$ cat src/rtl/crc_guard_defines.vh
/*
 Constants for the serial register write guard: APB offsets, serial
 register indices, field positions, reset values and checksum settings.
 Assumes it is included by bare name from the design file.
*/
// Functional notes
// [RULE_01] Write frames are 16 bits, or 24 bits while write checking is on.
// [RULE_02] Host sets command bit 15 to mark a register write.
// [RULE_03] Bits 14 to 12 carry the register index, decoded by the device.
// [RULE_04] Bits 11 to 0 carry the value loaded into the selected register.
// [RULE_05] Read and write checking each have their own bit in the primary config.
// [RULE_06] With read checking on, an 8-bit checksum follows conversion and register data.
// [RULE_07] Read checksum covers both converter results and leaves on the first output.
// [RULE_08] Read checksum works in two-output, single-output and boost modes.
// [RULE_09] Setting the write-check bit needs a frame with a valid checksum.
// [RULE_10] With write checking on, writes lacking a correct checksum are discarded.
// [RULE_11] Clearing write checking also needs a valid checksum frame.
// [RULE_12] Checksum polynomial is x^8 + x^2 + x + 1.
// [RULE_13] Conversion message is result A followed by result B.
// [RULE_14] The top eight message bits are inverted before division.
// [RULE_15] The message is extended by eight zero bits before division.
// [RULE_16] The 8-bit remainder of modulo-2 division is the checksum.
// [RULE_17] Host clears bit 15 to request a read; data comes next frame.
// [RULE_18] Chip select low frames each transfer and starts a conversion.
// [RULE_19] Writes to read-only or unlisted indices change nothing.
// [RULE_20] Write checksum covers the 16-bit command and follows it in eight clocks.
// [RULE_21] Appended checksum bits go out MSB first right after the data.
`ifndef CRC_GUARD_DEFINES_VH
`define CRC_GUARD_DEFINES_VH

// APB byte offsets
`define APB_STATUS 4'h0
`define APB_CONFIG_VIEW 4'h4
`define APB_ALERT_FLAGS 4'h8

// Serial register indices
`define IDX_PRIMARY 3'h1
`define IDX_SECONDARY 3'h2
`define IDX_ALERT 3'h3
`define IDX_ALERT_LOW 3'h4
`define IDX_ALERT_HIGH 3'h5

// Reset values
`define PRIMARY_RESET 12'h000
`define SECONDARY_RESET 12'h000
`define ALERT_LOW_RESET 12'h000
`define ALERT_HIGH_RESET 12'hFFF

// Primary config fields
`define BIT_WRITE_CHECK 5
`define BIT_READ_CHECK 4
`define BIT_RES_BOOST 2
`define OSR_HI 8
`define OSR_LO 6
// Secondary config: single-output select
`define BIT_ONE_WIRE 8
`define SECONDARY_WMASK 12'h1FF
`define ALERT_SW_MASK 9'h133

// Command layout
`define CMD_WR_BIT 15
`define CMD_IDX_HI 14
`define CMD_IDX_LO 12
`define CMD_BITS 6'd16
`define CHECKED_BITS 6'd24
`define CRC_BITS 6'd8
`define BOOST_BITS 6'd2
`define CRC_POLY 8'h07
`define CNT_MAX 6'h3F
`define OUT_W 44

`endif

$ cat src/rtl/spi_register_write_crc_guard.v
/*
 Serial register port with checksum guard: decodes write and read
 commands sampled from the serial pins, discards unchecked writes while
 write checking is on, and shifts out conversion or register data with
 an optional appended checksum. Software sees status over APB.
 Assumes serial pins are asynchronous to pclk and the serial clock is
 well below a quarter of pclk; conversion results arrive on pclk.
*/
// The APB interface to the registers and the register addresses were chosen for this implementation.
`timescale 1ns/10ps
`include "crc_guard_defines.vh"

module spi_register_write_crc_guard #(
   parameter RES_BITS = 16
) (
   input wire pclk,
   input wire presetn,
   input wire psel,
   input wire penable,
   input wire pwrite,
   input wire [31:0] paddr,
   input wire [31:0] pwdata,
   output reg [31:0] prdata,
   output reg pready,
   output reg pslverr,
   input wire cs_n,
   input wire sclk,
   input wire sdi,
   output reg first_serial_out,
   output reg first_serial_oe,
   output reg second_serial_out,
   output reg second_serial_oe,
   input wire [17:0] conv_a_data,
   input wire [17:0] conv_b_data,
   output reg conv_start,
   output reg [11:0] primary_config,
   output reg [11:0] secondary_config
);

   // Serial checksum: top eight bits inverted, eight zeros appended
   function [7:0] crc8;
      input [35:0] msg;
      input [5:0] len;
      integer i;
      reg [7:0] c;
      reg b;
      begin
         c = 8'h00;
         for (i = 35; i >= 0; i = i - 1) begin
            if (i < len) begin
               b = msg[i];
               if (i >= len - `CRC_BITS) begin
                  b = ~b; // RULE_14
               end
               b = b ^ c[7];
               c = {c[6:0], 1'b0} ^ (b ? `CRC_POLY : 8'h00); // RULE_12 RULE_15 RULE_16
            end
         end
         crc8 = c;
      end
   endfunction

   reg cs_s1_reg, cs_s2_reg, cs_s3_reg;
   reg sclk_s1_reg, sclk_s2_reg, sclk_s3_reg;
   reg sdi_s1_reg, sdi_s2_reg;
   reg [23:0] in_reg;
   reg [5:0] cnt_reg;
   reg [`OUT_W-1:0] out1_reg;
   reg [17:0] out2_reg;
   reg read_pending_reg;
   reg [2:0] read_idx_reg;
   reg [11:0] alert_low_reg, alert_high_reg;
   reg [8:0] alert_sw_reg;
   reg reject_reg;
   reg [7:0] reject_cnt_reg;

   wire cs_fall = cs_s3_reg & ~cs_s2_reg;
   wire cs_rise = ~cs_s3_reg & cs_s2_reg;
   wire sclk_rise = ~sclk_s3_reg & sclk_s2_reg;
   wire sclk_fall = sclk_s3_reg & ~sclk_s2_reg;
   wire active = ~cs_s2_reg;
   wire write_check = primary_config[`BIT_WRITE_CHECK];
   wire read_check = primary_config[`BIT_READ_CHECK];
   wire one_wire = secondary_config[`BIT_ONE_WIRE];
   wire boost = primary_config[`BIT_RES_BOOST] &
                (primary_config[`OSR_HI:`OSR_LO] != 3'h0);

   // Command fields of the captured frame
   wire [15:0] cmd = in_reg[23:8];
   wire [7:0] crc_rx = in_reg[7:0];
   wire cmd_write = cmd[`CMD_WR_BIT];
   wire [2:0] target_register_index = cmd[`CMD_IDX_HI:`CMD_IDX_LO]; // RULE_03
   wire [11:0] cmd_data = cmd[11:0]; // RULE_04
   wire framed = cnt_reg >= `CMD_BITS;
   wire checked = (cnt_reg >= `CHECKED_BITS) &&
                  (crc8({20'h00000, cmd}, `CMD_BITS) == crc_rx); // RULE_20
   wire sets_wcheck = cmd_write && (target_register_index == `IDX_PRIMARY) &&
                      cmd_data[`BIT_WRITE_CHECK];
   // Unchecked frames may write only while checking is off and must not set it
   wire write_ok = write_check ? checked : // RULE_10 RULE_11
                   (checked || (framed && !sets_wcheck)); // RULE_01 RULE_09
   wire do_write = cs_rise && framed && cmd_write && write_ok; // RULE_02
   wire do_reject = cs_rise && framed && cmd_write && !write_ok;
   wire do_read = cs_rise && framed && !cmd_write; // RULE_17

   // Serial register contents selected by a pending read index
   reg [11:0] reg_value;
   reg reg_valid;
   always @* begin
      reg_valid = 1'b1;
      case (read_idx_reg)
         `IDX_PRIMARY: reg_value = primary_config;
         `IDX_SECONDARY: reg_value = secondary_config;
         `IDX_ALERT: reg_value = {2'b00, reject_reg, alert_sw_reg & `ALERT_SW_MASK};
         `IDX_ALERT_LOW: reg_value = alert_low_reg;
         `IDX_ALERT_HIGH: reg_value = alert_high_reg;
         default: begin
            reg_value = 12'h000;
            reg_valid = 1'b0;
         end
      endcase
   end

   // Frame data for both outputs, left aligned, checksum after data
   reg [63:0] t1;
   reg [63:0] t2;
   reg [5:0] dw;
   reg [17:0] a_m, b_m;
   reg [7:0] crc_tx;
   reg [15:0] rd_word;
   always @* begin
      dw = RES_BITS[5:0] + (boost ? `BOOST_BITS : 6'd0); // RULE_08
      a_m = conv_a_data & ~(18'h3FFFF << dw);
      b_m = conv_b_data & ~(18'h3FFFF << dw);
      rd_word = {1'b0, read_idx_reg, reg_value};
      t1 = 64'h0;
      t2 = 64'h0;
      crc_tx = 8'h00;
      if (read_pending_reg && reg_valid) begin
         if (read_check) begin
            crc_tx = crc8({20'h00000, rd_word}, `CMD_BITS); // RULE_06
         end
         t1 = {rd_word, crc_tx, 40'h0};
      end else begin
         if (read_check) begin
            crc_tx = crc8({a_m, 18'h00000} >> (6'd18 - dw) | {18'h00000, b_m},
                          dw << 1); // RULE_07 RULE_13
         end
         if (one_wire) begin
            t1 = ({46'h0, a_m} << (7'd64 - dw)) |
                 ({46'h0, b_m} << (7'd64 - (dw << 1))) |
                 ({56'h0, crc_tx} << (7'd56 - (dw << 1))); // RULE_21
         end else begin
            t1 = ({46'h0, a_m} << (7'd64 - dw)) |
                 ({56'h0, crc_tx} << (7'd56 - dw)); // RULE_21
            t2 = {46'h0, b_m} << (7'd64 - dw);
         end
      end
   end

   // Pin synchronisers and edge history
   always @(posedge pclk or negedge presetn) begin
      if (!presetn) begin
         cs_s1_reg <= 1'b1;
         cs_s2_reg <= 1'b1;
         cs_s3_reg <= 1'b1;
         sclk_s1_reg <= 1'b1; // Idle high, no false edge after reset
         sclk_s2_reg <= 1'b1;
         sclk_s3_reg <= 1'b1;
         sdi_s1_reg <= 1'b0;
         sdi_s2_reg <= 1'b0;
      end else begin
         cs_s1_reg <= cs_n;
         cs_s2_reg <= cs_s1_reg;
         cs_s3_reg <= cs_s2_reg;
         sclk_s1_reg <= sclk;
         sclk_s2_reg <= sclk_s1_reg;
         sclk_s3_reg <= sclk_s2_reg;
         sdi_s1_reg <= sdi;
         sdi_s2_reg <= sdi_s1_reg;
      end
   end

   // Input capture on falling serial clock, bit counting within the frame
   always @(posedge pclk or negedge presetn) begin
      if (!presetn) begin
         in_reg <= 24'h000000;
         cnt_reg <= 6'd0;
      end else if (cs_fall) begin
         in_reg <= 24'h000000;
         cnt_reg <= 6'd0; // RULE_18
      end else if (active && sclk_fall) begin
         if (cnt_reg < `CHECKED_BITS) begin
            in_reg[5'd23 - cnt_reg[4:0]] <= sdi_s2_reg;
         end
         if (cnt_reg != `CNT_MAX) begin
            cnt_reg <= cnt_reg + 6'd1;
         end
      end
   end

   // Output shifting: first bit at frame start, next on each rising edge
   always @(posedge pclk or negedge presetn) begin
      if (!presetn) begin
         out1_reg <= {`OUT_W{1'b0}};
         out2_reg <= 18'h00000;
         first_serial_out <= 1'b0;
         first_serial_oe <= 1'b0;
         second_serial_out <= 1'b0;
         second_serial_oe <= 1'b0;
         conv_start <= 1'b0;
      end else begin
         conv_start <= cs_fall; // RULE_18
         if (cs_fall) begin
            out1_reg <= {t1[62:20], 1'b0};
            out2_reg <= {t2[62:46], 1'b0};
            first_serial_out <= t1[63];
            second_serial_out <= t2[63];
            first_serial_oe <= 1'b1;
            second_serial_oe <= 1'b1;
         end else if (!active) begin
            first_serial_out <= 1'b0;
            second_serial_out <= 1'b0;
            first_serial_oe <= 1'b0;
            second_serial_oe <= 1'b0;
         end else if (sclk_rise) begin
            first_serial_out <= out1_reg[`OUT_W-1];
            second_serial_out <= out2_reg[17];
            out1_reg <= {out1_reg[`OUT_W-2:0], 1'b0};
            out2_reg <= {out2_reg[16:0], 1'b0};
         end
      end
   end

   // Register writes and read requests taken at frame end
   always @(posedge pclk or negedge presetn) begin
      if (!presetn) begin
         primary_config <= `PRIMARY_RESET;
         secondary_config <= `SECONDARY_RESET;
         alert_low_reg <= `ALERT_LOW_RESET;
         alert_high_reg <= `ALERT_HIGH_RESET;
         read_pending_reg <= 1'b0;
         read_idx_reg <= 3'h0;
      end else begin
         if (cs_fall) begin
            read_pending_reg <= 1'b0;
         end
         if (do_read) begin
            read_pending_reg <= 1'b1;
            read_idx_reg <= target_register_index;
         end
         if (do_write) begin
            case (target_register_index)
               `IDX_PRIMARY: primary_config <= cmd_data; // RULE_05
               `IDX_SECONDARY: secondary_config <= cmd_data & `SECONDARY_WMASK;
               `IDX_ALERT_LOW: alert_low_reg <= cmd_data;
               `IDX_ALERT_HIGH: alert_high_reg <= cmd_data;
               default: read_idx_reg <= read_idx_reg; // RULE_19
            endcase
         end
      end
   end

   // APB slave: one access cycle, registered answer
   wire apb_setup = psel && !penable && !pready;
   wire apb_access = psel && penable && pready;
   wire clr_reject = apb_access && pwrite && (paddr[31:0] == {28'h0, `APB_STATUS}) &&
                     pwdata[0];
   always @(posedge pclk or negedge presetn) begin
      if (!presetn) begin
         pready <= 1'b0;
         prdata <= 32'h00000000;
         pslverr <= 1'b0;
         alert_sw_reg <= 9'h000;
         reject_reg <= 1'b0;
         reject_cnt_reg <= 8'h00;
      end else begin
         pready <= apb_setup;
         pslverr <= 1'b0; // Error stands with pready only
         if (do_reject) begin
            reject_reg <= 1'b1;
            if (reject_cnt_reg != 8'hFF) begin
               reject_cnt_reg <= reject_cnt_reg + 8'h01;
            end
         end else if (clr_reject) begin
            reject_reg <= 1'b0;
         end
         if (apb_access && pwrite && (paddr == {28'h0, `APB_ALERT_FLAGS})) begin
            alert_sw_reg <= pwdata[8:0] & `ALERT_SW_MASK;
         end
         if (apb_setup) begin
            case (paddr)
               {28'h0, `APB_STATUS}:
                  prdata <= {16'h0000, reject_cnt_reg, 5'h00, active,
                             read_pending_reg, reject_reg};
               {28'h0, `APB_CONFIG_VIEW}:
                  prdata <= {4'h0, alert_high_reg[11:8], secondary_config, primary_config};
               {28'h0, `APB_ALERT_FLAGS}:
                  prdata <= {23'h000000, alert_sw_reg};
               default: begin
                  prdata <= 32'h00000000;
                  pslverr <= 1'b1;
               end
            endcase
         end
      end
   end

endmodule // spi_register_write_crc_guard

$ cat config.mk
export PLATFORM = sky130hd
export DESIGN_NAME = spi_register_write_crc_guard
export DESIGN_NICKNAME = d
export VERILOG_FILES = /design/src/rtl/spi_register_write_crc_guard.v
export VERILOG_INCLUDE_DIRS = /design/src /design/src/rtl
export SDC_FILE = /design/constraint.sdc
export NUM_CORES = 1
export LEC_CHECK = 0
export ABC_AREA = 0
export BUFFER_PORTS_ARGS = -buffer_cell sky130_fd_sc_hd__buf_4
export CAP_MARGIN = 5
export CORE_ASPECT_RATIO = 0.7
export CORE_MARGIN = 2
export CORE_UTILIZATION = 58
export CTS_CLUSTER_DIAMETER = 30
export CTS_CLUSTER_SIZE = 30
export DETAILED_ROUTE_END_ITERATION = 7
export HOLD_SLACK_MARGIN = 0.08
export PLACE_DENSITY = 0.84
export SYNTH_ARGS = -nofsm -noshare
export SYNTH_HDL_FRONTEND = slang
export SYNTH_SLANG_ARGS = --single-unit
$ cat constraint.sdc
create_clock -name pclk -period 4.3 [get_ports pclk]
set_input_delay 0.86 -clock pclk [delete_from_list [all_inputs] [get_ports pclk]]
set_output_delay 0.86 -clock pclk [all_outputs]
set_load 0.01 [all_outputs]
; ---- Yosys cells after proc, flatten, opt, wreduce, memory -nomap -nowiden
; Cells that the tools add are included.
[totals]
regBits = 201
latchBits = 0
ramBits = 0
rom_bits = 0
out_inout_bits = 63
word_cells = 789
memories = 0
[op_classes]
add_sub_neg = 10
mul = 0
n_div = 0
n_lt_le_gt_ge = 77
n_eq_ne = 16
shifts = 7
n_mux = 408
bitwise = 196
n_reduce_logical = 47
[ops]
columns = cell, n
row1 = 8-bit two-way mux, 138
row2 = "5-bit by 32-bit >= comparator with 1-bit output, first input constant", 16
row3 = 8-bit by 3-bit XOR with 8-bit output, 61
row4 = "4-bit by 32-bit >= comparator with 1-bit output, first input constant", 8
row5 = 64-bit two-way mux, 4
row6 = 3-bit two-way mux, 72
row7 = 64-bit OR, 3
row8 = 18-bit by 7-bit left shift with 64-bit output, 3
row9 = 1-bit two-way mux, 177
row10 = 44-bit two-way mux, 3
row11 = "3-bit by 32-bit >= comparator with 1-bit output, first input constant", 4
row12 = "6-bit by 32-bit >= comparator with 1-bit output, first input constant", 4
row13 = 8-bit by 7-bit left shift with 64-bit output, 2
row14 = "5-bit by 6-bit less-than comparator with 1-bit output, first input constant", 16
row15 = 28-bit case mux with 3 select lines, 1
row16 = 24-bit two-way mux, 3
row17 = "1-bit by 32-bit >= comparator with 1-bit output, first input constant", 2
row18 = "2-bit by 32-bit >= comparator with 1-bit output, first input constant", 2
row19 = 12-bit case mux with 5 select lines, 1
row20 = 1-bit XOR, 60
row21 = 18-bit two-way mux, 3
row22 = 1-bit NOT, 54
row23 = "4-bit by 6-bit less-than comparator with 1-bit output, first input constant", 8
row24 = 18-bit AND, 2
row25 = other kinds (52), 114

; ---- Longest topological paths before layout
; Gate-level depths: netlist of run 1.
[logic_depth]
depth_word = 233
ltp_mapped = 13
depth_no_buf = 12

; ---- Worst setup path before layout of run 1
; Ideal clock, no wire load.
[synth_path]
path_kind = input port to flip-flop
from = input port conv_a_data[12]
to = register out1_reg[6]
arrival_time_ns = 3.483
slack_ns = 0.739
stages = 10
path_buffers = 1
path_cell_list = buf_2 -> xnor2_4 -> xnor3_1 -> xnor2_1 -> mux2i_1 -> xnor3_1 -> xor2_1 -> xnor3_1 -> a211o_1 -> a21oi_1
[synth_between]
elab_chain_len = 167
elab_cells_between_ends = 406
classes_between = shift (4) / mux (291) / bitwise (111)
[synth_rtl]
columns = element, line
row1 = from (decl), spi_register_write_crc_guard.v:33  ; input wire [17:0] conv_a_data,
row2 = 18-bit AND *, spi_register_write_crc_guard.v:133  ; a_m = conv_a_data & ~(18'h3FFFF << dw);
row3 = 36-bit by 6-bit >> shifter with 36-bit output, spi_register_write_crc_guard.v:146  ; crc_tx = crc8({a_m, 18'h00000} >> (6'd18 - dw) | {18'h00000, b_m},
row4 = 36-bit by 18-bit OR with 36-bit output, spi_register_write_crc_guard.v:146
row5 = 1-bit NOT, spi_register_write_crc_guard.v:53  ; b = ~b;
row6 = 1-bit two-way mux, spi_register_write_crc_guard.v:52  ; if (i >= len - `CRC_BITS) begin
row7 = 1-bit two-way mux, spi_register_write_crc_guard.v:50  ; if (i < len) begin
row8 = 1-bit two-way mux, spi_register_write_crc_guard.v:145  ; if (read_check) begin
row9 = 1-bit two-way mux, spi_register_write_crc_guard.v:139  ; if (read_pending_reg && reg_valid) begin
row10 = [151 not listed], --
row11 = 8-bit two-way mux, spi_register_write_crc_guard.v:50
row12 = 8-bit two-way mux, spi_register_write_crc_guard.v:145
row13 = 8-bit two-way mux, spi_register_write_crc_guard.v:139
row14 = "8-bit by 7-bit left shift with 64-bit output, on equally long branches", "spi_register_write_crc_guard.v:155, spi_register_write_crc_guard.v:152"
row15 = "64-bit OR, on equally long branches", "spi_register_write_crc_guard.v:154, spi_register_write_crc_guard.v:151"
row16 = 64-bit two-way mux *, spi_register_write_crc_guard.v:149  ; if (one_wire) begin
row17 = 64-bit two-way mux *, spi_register_write_crc_guard.v:139
row18 = 44-bit two-way mux *, spi_register_write_crc_guard.v:214  ; if (cs_fall) begin
row19 = to (signal assigned), spi_register_write_crc_guard.v:205  ; out1_reg <= {`OUT_W{1'b0}};
row20 = to (signal assigned), spi_register_write_crc_guard.v:215  ; out1_reg <= {t1[62:20], 1'b0};
row21 = to (signal assigned), spi_register_write_crc_guard.v:229  ; out1_reg <= {out1_reg[`OUT_W-2:0], 1'b0};
row22 = to (decl), spi_register_write_crc_guard.v:68  ; reg [`OUT_W-1:0] out1_reg;
; Every way passes the cells marked *; elsewhere a longest branch is shown, timed or not. The select of a mux whose other input is x is not followed.
; A chain may end at the register's enable or synchronous reset.

; ---- Final worst setup path of run 1
[layout_path]
from = register in_reg[15]
to = register alert_high_reg[10]
[layout_between]
elab_chain_len = 18
elab_cells_between_ends = 20
classes_between = eq/ne (1) / mux (4) / bitwise (11) / reduce/logical (4)
[layout_rtl]
columns = element, line
row1 = from (decl), spi_register_write_crc_guard.v:66  ; reg [23:0] in_reg;
row2 = "from (signal, indexed assignment)", spi_register_write_crc_guard.v:194  ; in_reg[5'd23 - cnt_reg[4:0]] <= sdi_s2_reg;
row3 = 1-bit XOR *, spi_register_write_crc_guard.v:55  ; b = b ^ c[7];
row4 = 3-bit two-way mux *, spi_register_write_crc_guard.v:56  ; c = {c[6:0], 1'b0} ^ (b ? `CRC_POLY : 8'h00);
row5 = 8-bit by 3-bit XOR with 8-bit output * (7 in series), spi_register_write_crc_guard.v:56
row6 = 1-bit XOR / 3-bit two-way mux (equally long branches), "spi_register_write_crc_guard.v:55, spi_register_write_crc_guard.v:56"
row7 = 3-bit two-way mux / 8-bit by 3-bit XOR with 8-bit output (equally long branches), spi_register_write_crc_guard.v:56
row8 = 8-bit by 3-bit XOR with 8-bit output *, spi_register_write_crc_guard.v:56
row9 = 8-bit == test *, spi_register_write_crc_guard.v:96  ; (crc8({20'h00000, cmd}, `CMD_BITS) == crc_rx);
row10 = 1-bit logical AND *, spi_register_write_crc_guard.v:95  ; wire checked = (cnt_reg >= `CHECKED_BITS) &&
row11 = 1-bit logical OR, spi_register_write_crc_guard.v:101  ; (checked || (framed && !sets_wcheck));
row12 = 1-bit two-way mux *, spi_register_write_crc_guard.v:100  ; wire write_ok = write_check ? checked :
row13 = 1-bit logical AND *, spi_register_write_crc_guard.v:102  ; wire do_write = cs_rise && framed && cmd_write && write_ok;
row14 = 2-bit AND reduction (no source line) *, --
row15 = to (signal assigned), spi_register_write_crc_guard.v:241  ; alert_high_reg <= `ALERT_HIGH_RESET;
row16 = to (signal assigned), spi_register_write_crc_guard.v:257  ; `IDX_ALERT_HIGH: alert_high_reg <= cmd_data;
row17 = to (decl), spi_register_write_crc_guard.v:72  ; reg [11:0] alert_low_reg, alert_high_reg;
; Every way passes the cells marked *; elsewhere a longest branch is shown, timed or not.

==> out/metrics.cfg, run 1 <==
[worst_hold_path]
worstHoldStart = sclk_s1_reg
min_path_cells = 0
hold_class = reg2reg
whs_endpoint = sclk_s2_reg

[route]
via_per_inst = 6.16
ant_nets = 0
vias = 9856
wirelength_um = 31500
drt_pass1_iterations = 7
drc = 0
wl_per_cell_um = 19.7
drt_iter0_drc = 1229

[floorplan]
dieHeight_um = 123
start_util_pct = 59.2
fp.dieArea_um2 = 21400
pin_count = 171
row_count = 43
core_region_area_um2 = 19900
die_w_um = 174

[setup_path]
rr_startpoint = in_reg[15]
worstPathMaxFanout = 12
critPathSlowestCell = a2111oi_2
cp.arrival_ps = 4310
critPathMostFrequentCell = xnor3_1
critPathMaxStageDelay_ps = 520
start_kind = register
cp_top_family = XOR/XNOR gates
reg2reg_to = alert_high_reg[10]
crit_buf_inv = 0
endpoint_kind = register
crit_chain = xnor2_1 -> xnor3_1 -> xnor3_1 -> or3_1 -> a2111oi_2 -> a21oi_1 -> nor2_4 -> nand3_2 -> mux2_4
regToRegSetupSlack_ps = 370
cp.required_ps = 4680
crit_type = reg2reg
reg2regPathDepth = 9

[clock_tree]
clock_latency_ps = 450
holdBufCountCts = 0
htree_levels = 4
postCtsSetupBuffers = 0
clk_pin_slew_ps = 80
cts.sink_count = 192
cts_tree = built
clockBufferDepth = 2
numCtsBuffers = 17
cts_resized = 0
cts-root-buf = clkbuf_16

[yosys]
postSynthAreaPerCell_um2 = 9.50
syn-cell-area_um2 = 11800
synth_xor_area_share_pct = 16.3
synth_top_family_by_area = XOR/XNOR gates
synth_compound_area_share_pct = 14.6
synth_top_area_share_pct = 37.0
synth.area.mux_share_pct = 8.84
yosysTopAreaCell = dfrtp_1
yosys-top-cells-area = dfrtp_1, xnor2_1, a21oi_1
synth_seq_cells = 192
ys_types = 66
synthCells = 1238
ys_seq_area_share_pct = 41.1
synth_ff_type = dfrtp_1
synth.yosys.warnings = 0
synth-simple-area-share_pct = 13.8
synth_adder_area_share_pct = 1.28
synth_edf_count = 0
synthArstFlopShare_pct = 100

[timing]
setup_tns_ps = 0
relSlewSlack_pct = 31.9
slew_viol_final = 0
setup_viol = 0
min_period_over_period_pct = 91.4
final.min_clock_period_ps = 3930
hold_viol = 0
rsz0062_at_grt = no
fin_hold_ws_ps = 359
max_clock_freq_ghz = 0.254
worstMarginPinSlew_ps = 1020
finClkSkew_ps = 13.1

[final_layout]
drive_above_1_share_pct = 20.3
fillers = 1424
layout.nets = 1438
multi_input_area_um2 = 6480
area.sequential_um2 = 4830
final_util_pct = 67.6
final_cell_mix = nand2_1, dfrtp_1, buf_4
final_common_cell = nand2_1
area_growth_pct = 14.2
fin_area_um2 = 13400
n_antenna_cell = 0
largest_reg_flops = 43
layout.cells.non_filler = 1601

[power_and_ir_drop]
power_density_nw_per_um2 = 395
peakVddDrop_mv = 0.351
p_leak_nw = 6.12

[placement]
gp_congestion = 0.944
dp_hpwl_um = 22700
io_buffers = 133
dp.cells = 1569
placedInstanceArea_um2 = 12800

[global_route]
grt_max_degree = 100
grt_first_pass_wirelength_um = 49700
grt-ovfl-total = 0
grt_pass1_vias = 9163
antenna_found_initial = 0
grt_usage_pct = 30.0

[run]
drv_cap = 0

[run_status]
status = finished, final reports clean

cell usage after synthesis (4+ instances only):
| master | number |
|---|---|
| buf_4 | 13 |
| mux2_2 | 52 |
| inv_1 | 14 |
| nor3_1 | 6 |
| xnor3_1 | 23 |
| nor4_1 | 8 |
| or3_1 | 4 |
| a22o_1 | 16 |
| buf_2 | 5 |
| nand3_1 | 48 |
| a211oi_1 | 4 |
| a311oi_1 | 5 |
| nor2b_1 | 8 |
| a22oi_1 | 14 |
| and3_1 | 5 |
| xor2_1 | 45 |
| o22ai_1 | 7 |
| mux2_4 | 8 |
| mux2i_1 | 32 |
| dfstp_2 | 18 |
| nand2_1 | 177 |
| clkbuf_1 | 59 |
| o21a_1 | 4 |
| o21ai_0 | 54 |
| a21o_1 | 4 |
| ha_1 | 12 |
| nor3b_1 | 4 |
| xnor2_1 | 100 |
| buf_1 | 13 |
| a31oi_1 | 12 |
| a21oi_1 | 136 |
| a221oi_1 | 6 |
| nor2_1 | 93 |
| and2_1 | 7 |
| dfrtp_1 | 174 |
cell families (layout without fill, tap and decap cells):
group	count (synthesis)	after routing
XOR/XNOR	174	174
adder cells (fa/ha/maj)	12	12
flip-flops	192	192
other	1	10
multiplexers	93	93
AND/OR/NAND/NOR	374	374
buffers and inverters	108	192
AO/OA/AOI/OAI	284	284
worst reg2reg max path, cell delays in order, from the launching register on:
cell and delay [ps]:
dfrtp_1 500, xnor2_1 430, xnor3_1 440, xnor3_1 390, or3_1 400, a2111oi_2 520
a21oi_1 200, nor2_4 190, nand3_2 380, mux2_4 440
metal layers:
metal / routed length (µm) / GRT usage (%) / vias to the layer above
li1: - / - / 4457
met3: 3730 / 9.96 / 48
met1: 13700 / 43.3 / 4764
met5: 0 / 0 / -
met4: 403 / 6.99 / 0
met2: 13700 / 43.9 / 587
power by group:
group / switching (mW) / internal (mW) / leakage [nW]
logic: 0.973 / 0.749 / 3.35
clock network: 0.815 / 0.788 / 0.291
registers: 0.0725 / 1.91 / 2.49
total: 1.86 / 3.44 / 6.12
worst max path at each step:
stage	startpoint	end	slack (ps)	cells after the start
3_5_place_dp	conv_a_data[15]	out1_reg[7]	340	11
4_1_cts	in_reg[15]	alert_low_reg[2]	430	9
5_1_grt	in_reg[15]	alert_high_reg[2]	210	9
2_1_floorplan	conv_a_data[12]	out1_reg[6]	740	10
3_3_place_gp	conv_a_data[6]	out1_reg[25]	460	10
6_report	in_reg[15]	alert_high_reg[10]	370	9
metrics by stage:
stage | worst slack, ps | total power, mW
after floorplan | 739 | 3.15
after global placement | 462 | 3.59
after detailed placement | 342 | 3.64
after CTS | 429 | 5.24
after global routing | 214 | 5.49
final | 370 | 5.30
cell type report:
type                    count  area share (%)
flip-flops and latches    192            36.0
multi-input cells         947            48.3
clock inverters            15            1.38
inverters                  15           0.419
well taps                 270            2.52
clock buffers              17            3.17
repair buffers            145            8.25
(Power assumes the default switching activity.)
==> run 2: changes to the inputs <==
Settings changed: RECOVER_POWER set to 50.
==> run 2 against run 1 <==
  * The flow now finishes with violations (capacitance limit, slew limit)
  * Via count is 0.37% lower
  * Clock power hardly changed
  * Global-route usage stayed put
  * Die area stayed put
  * Cell area is 0.32% lower
  * Combinational power hardly changed
  * Setup slack worse by 14 ps
  * Register-to-register slack hardly changed
  * Fmax is 0.36% lower
  * First-iteration DRC count is 9.6% lower
  * Non-clock buffer count stayed put
==> out/metrics.cfg, run 2 (same netlist as run 1, synthesis figures left out) <==
[timing]
finClkSkew_ps = 13.0
fin_hold_ws_ps = 358
setup_viol = 0
max_clock_freq_ghz = 0.254
min_period_over_period_pct = 91.7
setup_tns_ps = 0
worstMarginPinSlew_ps = 2370
rsz0062_at_grt = no
final.min_clock_period_ps = 3940
slew_viol_final = 94
hold_viol = 0
relSlewSlack_pct = -57.9

[final_layout]
multi_input_area_um2 = 6480
area.sequential_um2 = 4830
area_growth_pct = 13.8
largest_reg_flops = 43
layout.nets = 1438
final_common_cell = nand2_1
fin_area_um2 = 13400
fillers = 1434
final_cell_mix = nand2_1, dfrtp_1, a21oi_1
layout.cells.non_filler = 1601
drive_above_1_share_pct = 19.5
n_antenna_cell = 0

[clock_tree]
clockBufferDepth = 2
clk_pin_slew_ps = 80
cts-root-buf = clkbuf_16
clock_latency_ps = 450
cts_resized = 0
numCtsBuffers = 17
cts_tree = built
postCtsSetupBuffers = 0
htree_levels = 4
cts.sink_count = 192
holdBufCountCts = 0

[floorplan]
core_region_area_um2 = 19900
fp.dieArea_um2 = 21400
start_util_pct = 59.2
pin_count = 171
row_count = 43
die_w_um = 174
dieHeight_um = 123

[setup_path]
cp_top_family = XOR/XNOR gates
endpoint_kind = register
crit_type = reg2reg
crit_buf_inv = 0
critPathSlowestCell = a2111oi_2
cp.required_ps = 4640
worstPathMaxFanout = 12
critPathMostFrequentCell = xnor3_1
crit_chain = xnor2_1 -> xnor3_1 -> xnor3_1 -> or3_1 -> a2111oi_2 -> a21oi_1 -> nor2_4 -> nand3_2 -> mux2_4
start_kind = register
cp.arrival_ps = 4280
regToRegSetupSlack_ps = 360
critPathMaxStageDelay_ps = 540

[power_and_ir_drop]
report.power.total_mw = 5.30
p_leak_nw = 6.08
power_density_nw_per_um2 = 396
peakVddDrop_mv = 0.348

[global_route]
grt_max_degree = 100
grt_usage_pct = 30.0
antenna_found_initial = 0
grt_first_pass_wirelength_um = 49700
grt-ovfl-total = 0
grt_pass1_vias = 9163

[run_status]
violations = capacitance limit, slew limit
status = finished, violations left

[route]
wirelength_um = 31500
ant_nets = 0
drt_pass1_iterations = 5
drc = 0
via_per_inst = 6.13
vias = 9820
drt_iter0_drc = 1111
wl_per_cell_um = 19.7

[placement]
gp_congestion = 0.944
dp_hpwl_um = 22700
dp.cells = 1569
io_buffers = 133
placedInstanceArea_um2 = 12800

[run]
drv_cap = 1

[worst_hold_path]
hold_class = reg2reg

## run 2: worst paths after layout
kind | start | endpoint | cells past startpoint
max | in_reg[15] | alert_low_reg[8] | 9
min | sdi_s1_reg | sdi_s2_reg | 0
max reg2reg | in_reg[15] | alert_low_reg[8] | 9
min reg2reg | sdi_s1_reg | sdi_s2_reg | 0
max in group asynchronous | presetn | alert_high_reg[5] | 2
min in group asynchronous | presetn | in_reg[10] | 1
## run 2: power by group
group | switching, mW | internal, mW | total [mW]
clock network | 0.815 | 0.788 | 1.60
registers | 0.0719 | 1.91 | 1.98
logic | 0.972 | 0.746 | 1.72
total | 1.86 | 3.44 | 5.30
## run 2: worst register-to-register path: cells and delay by family, from the launching register on
family / cells / cell delay (ps)
xor gates and xnor gates: 3 / 1260
AOI/OAI and AO/OA: 2 / 740
muxes: 1 / 420
and+or+nand+nor: 3 / 940
DFF: 1 / 500
## run 2: final cells by class
class | instances | area share (%)
Clock inverter | 15 | 1.38
Multi-Input combinational cell | 947 | 48.5
Tap cell | 270 | 2.52
Timing Repair Buffer | 145 | 7.96
Clock buffer | 17 | 3.18
Sequential cell | 192 | 36.1
Inverter | 15 | 0.421
## run 2: per-stage QoR
| step | setup slack, ps | utilization, % |
|---|---|---|
| after floorplan | 739 | - |
| after global routing | 214 | 67.4 |
| after detailed placement | 342 | 64.5 |
| final | 355 | 67.4 |
| after CTS | 429 | 67.6 |
| after global placement | 462 | 64.5 |
## run 2: metal layers
layer | routed length (µm) | GRT usage, % | vias up
li1 | - | - | 4440
met1 | 13800 | 43.3 | 4767
met2 | 13700 | 43.9 | 562
met3 | 3590 | 9.96 | 51
met4 | 439 | 6.99 | 0
met5 | 0 | 0 | -
==> run 3: changes to the inputs <==
Settings changed: BUFFER_PORTS_ARGS -buffer_cell sky130_fd_sc_hd__buf_4 to not set, CORE_UTILIZATION 58 to 65, DONT_BUFFER_PORTS set to 1.
==> run 3 against run 2 <==
  * Sequential power about the same
  * Worst hold slack worse by 250 ps
  * Power down 2.5%
  * Global-route usage up 3.7 points
  * The flow now finishes without violations
  * Flip-flop and latch count unchanged
  * Combinational power down 8%
  * Setup slack worse by 73 ps
  * Non-clock buffer count down 131
  * Wire length up 1.1%
  * First-iteration DRC count up 24%
==> out/metrics.cfg, run 3 (same netlist as run 1, synthesis figures left out) <==
[clock_tree]
cts_tree = built
holdBufCountCts = 0
clockBufferDepth = 2
htree_levels = 4
clk_pin_slew_ps = 80
numCtsBuffers = 17
clock_latency_ps = 450
cts_resized = 0
postCtsSetupBuffers = 0
cts.sink_count = 192
cts-root-buf = clkbuf_16

[setup_path]
endpoint_kind = register
worstPathMaxFanout = 12
cp.arrival_ps = 4390
start_kind = register
crit_type = reg2reg
cp.required_ps = 4670
reg2regPathDepth = 9

[placement]
dp.cells = 1404
gp_congestion = 0.907
io_buffers = 0
dp_hpwl_um = 22600

[final_layout]
multi_input_area_um2 = 6480
final_cell_mix = nand2_1, dfrtp_1, a21oi_1
area_growth_pct = 5.23
layout.nets = 1307
layout.cells.non_filler = 1436
drive_above_1_share_pct = 11.3
fillers = 1321
final_common_cell = nand2_1
area.sequential_um2 = 4830
largest_reg_flops = 43
n_antenna_cell = 0

[global_route]
grt_pass1_vias = 8865
grt_first_pass_wirelength_um = 49000
antenna_found_initial = 1
grt-ovfl-total = 0
grt_usage_pct = 33.7
grt_max_degree = 193

[timing]
worstMarginPinSlew_ps = 1190
slew_viol_final = 0
max_clock_freq_ghz = 0.249
final.min_clock_period_ps = 4020
fin_hold_ws_ps = 112
hold_viol = 0
setup_viol = 0
rsz0062_at_grt = no
relSlewSlack_pct = 20.4
min_period_over_period_pct = 93.4
finClkSkew_ps = 19.3
setup_tns_ps = 0

[run_status]
status = finished, final reports clean

[floorplan]
row_count = 41
pin_count = 171
core_region_area_um2 = 17900
fp.dieArea_um2 = 19200
die_w_um = 165
dieHeight_um = 117
start_util_pct = 65.9

[run]
drv_cap = 0

[worst_hold_path]
hold_class = in2async

[power_and_ir_drop]
switching_share_pct = 34.3
peakVddDrop_mv = 0.360
p_int_mw = 3.40
p_leak_nw = 5.45
switchingPower_mw = 1.77
seq_power_share_pct = 38.3
clkPwrFrac_pct = 31.2
power_density_nw_per_um2 = 418
report.power.total_mw = 5.17
p_comb_share_pct = 30.5

[route]
wl_per_cell_um = 22.2
ant_nets = 0
wirelength_um = 31800
drt_iter0_drc = 1374
drt_pass1_iterations = 6
vias = 9399
via_per_inst = 6.55
drc = 0

-- run 3: cell count changes in the layout (fill, tap and decap cells not counted), moves of 2 or more --
cell / before / now
inv_8: 1 / 4
clkbuf_1: 9 / 1
buf_4: 131 / 13
inv_6: 5 / 3
clkbuf_4: 3 / 0
-- run 3: area by class of cell --
type	count	area share, %
Clock buffer	17	3.44
Clock inverter	15	1.47
Inverter	15	0.455
Multi-Input combinational cell	947	52.4
Sequential cell	192	39.0
Tap cell	236	2.39
Timing Repair Buffer	14	0.819
-- run 3: stage by stage --
step | utilization [%] | setup slack, ps | instance area (µm²)
after floorplan | - | 739 | 11800
after global placement | 65.9 | 572 | 11800
after detailed placement | 65.9 | 457 | 11800
after CTS | 69.3 | 310 | 12400
after global routing | 69.3 | 183 | 12400
final | 69.3 | 282 | 12400
-- run 3: layer usage --
layer	wire length, µm	share of wire (%)	global-route usage, %	up-vias
met5	0	0	0	-
met4	751	2.4	10.7	0
met3	3640	11	11.0	72
met2	13500	43	48.4	551
met1	13900	44	48.6	4610
li1	-	-	-	4166
-- run 3: worst paths after layout --
kind,startpoint,to,slack (ps)
setup / recovery,in_reg[15],alert_high_reg[9],280
hold reg to reg,sdi_s1_reg,sdi_s2_reg,350
max in group asynchronous,presetn,alert_high_reg[1],3750
setup reg to reg,in_reg[15],alert_high_reg[9],280
hold / removal,presetn,in_reg[7],110
min in group pclk,sdi_s1_reg,sdi_s2_reg,350
-- run 3: power by group through the flow --
| stage | Sequential (mW) | Clock, mW | Combinational [mW] |
|---|---|---|---|
| after floorplan | 1.98 | 0 | 1.16 |
| final | 1.98 | 1.61 | 1.58 |
| after global routing | 1.99 | 1.68 | 1.65 |
| after detailed placement | 2.01 | 0 | 1.51 |
| after CTS | 1.98 | 1.62 | 1.53 |
| after global placement | 2.01 | 0 | 1.48 |
-- run 3: worst max-delay path: stages (launching register included) --
cell	delay, ps
dfrtp_1	500
xnor2_1	460
xnor3_1	440
xnor3_1	380
or3_1	400
a2111oi_2	570
a21oi_1	190
nor2_4	190
nand3_2	390
mux2_4	430
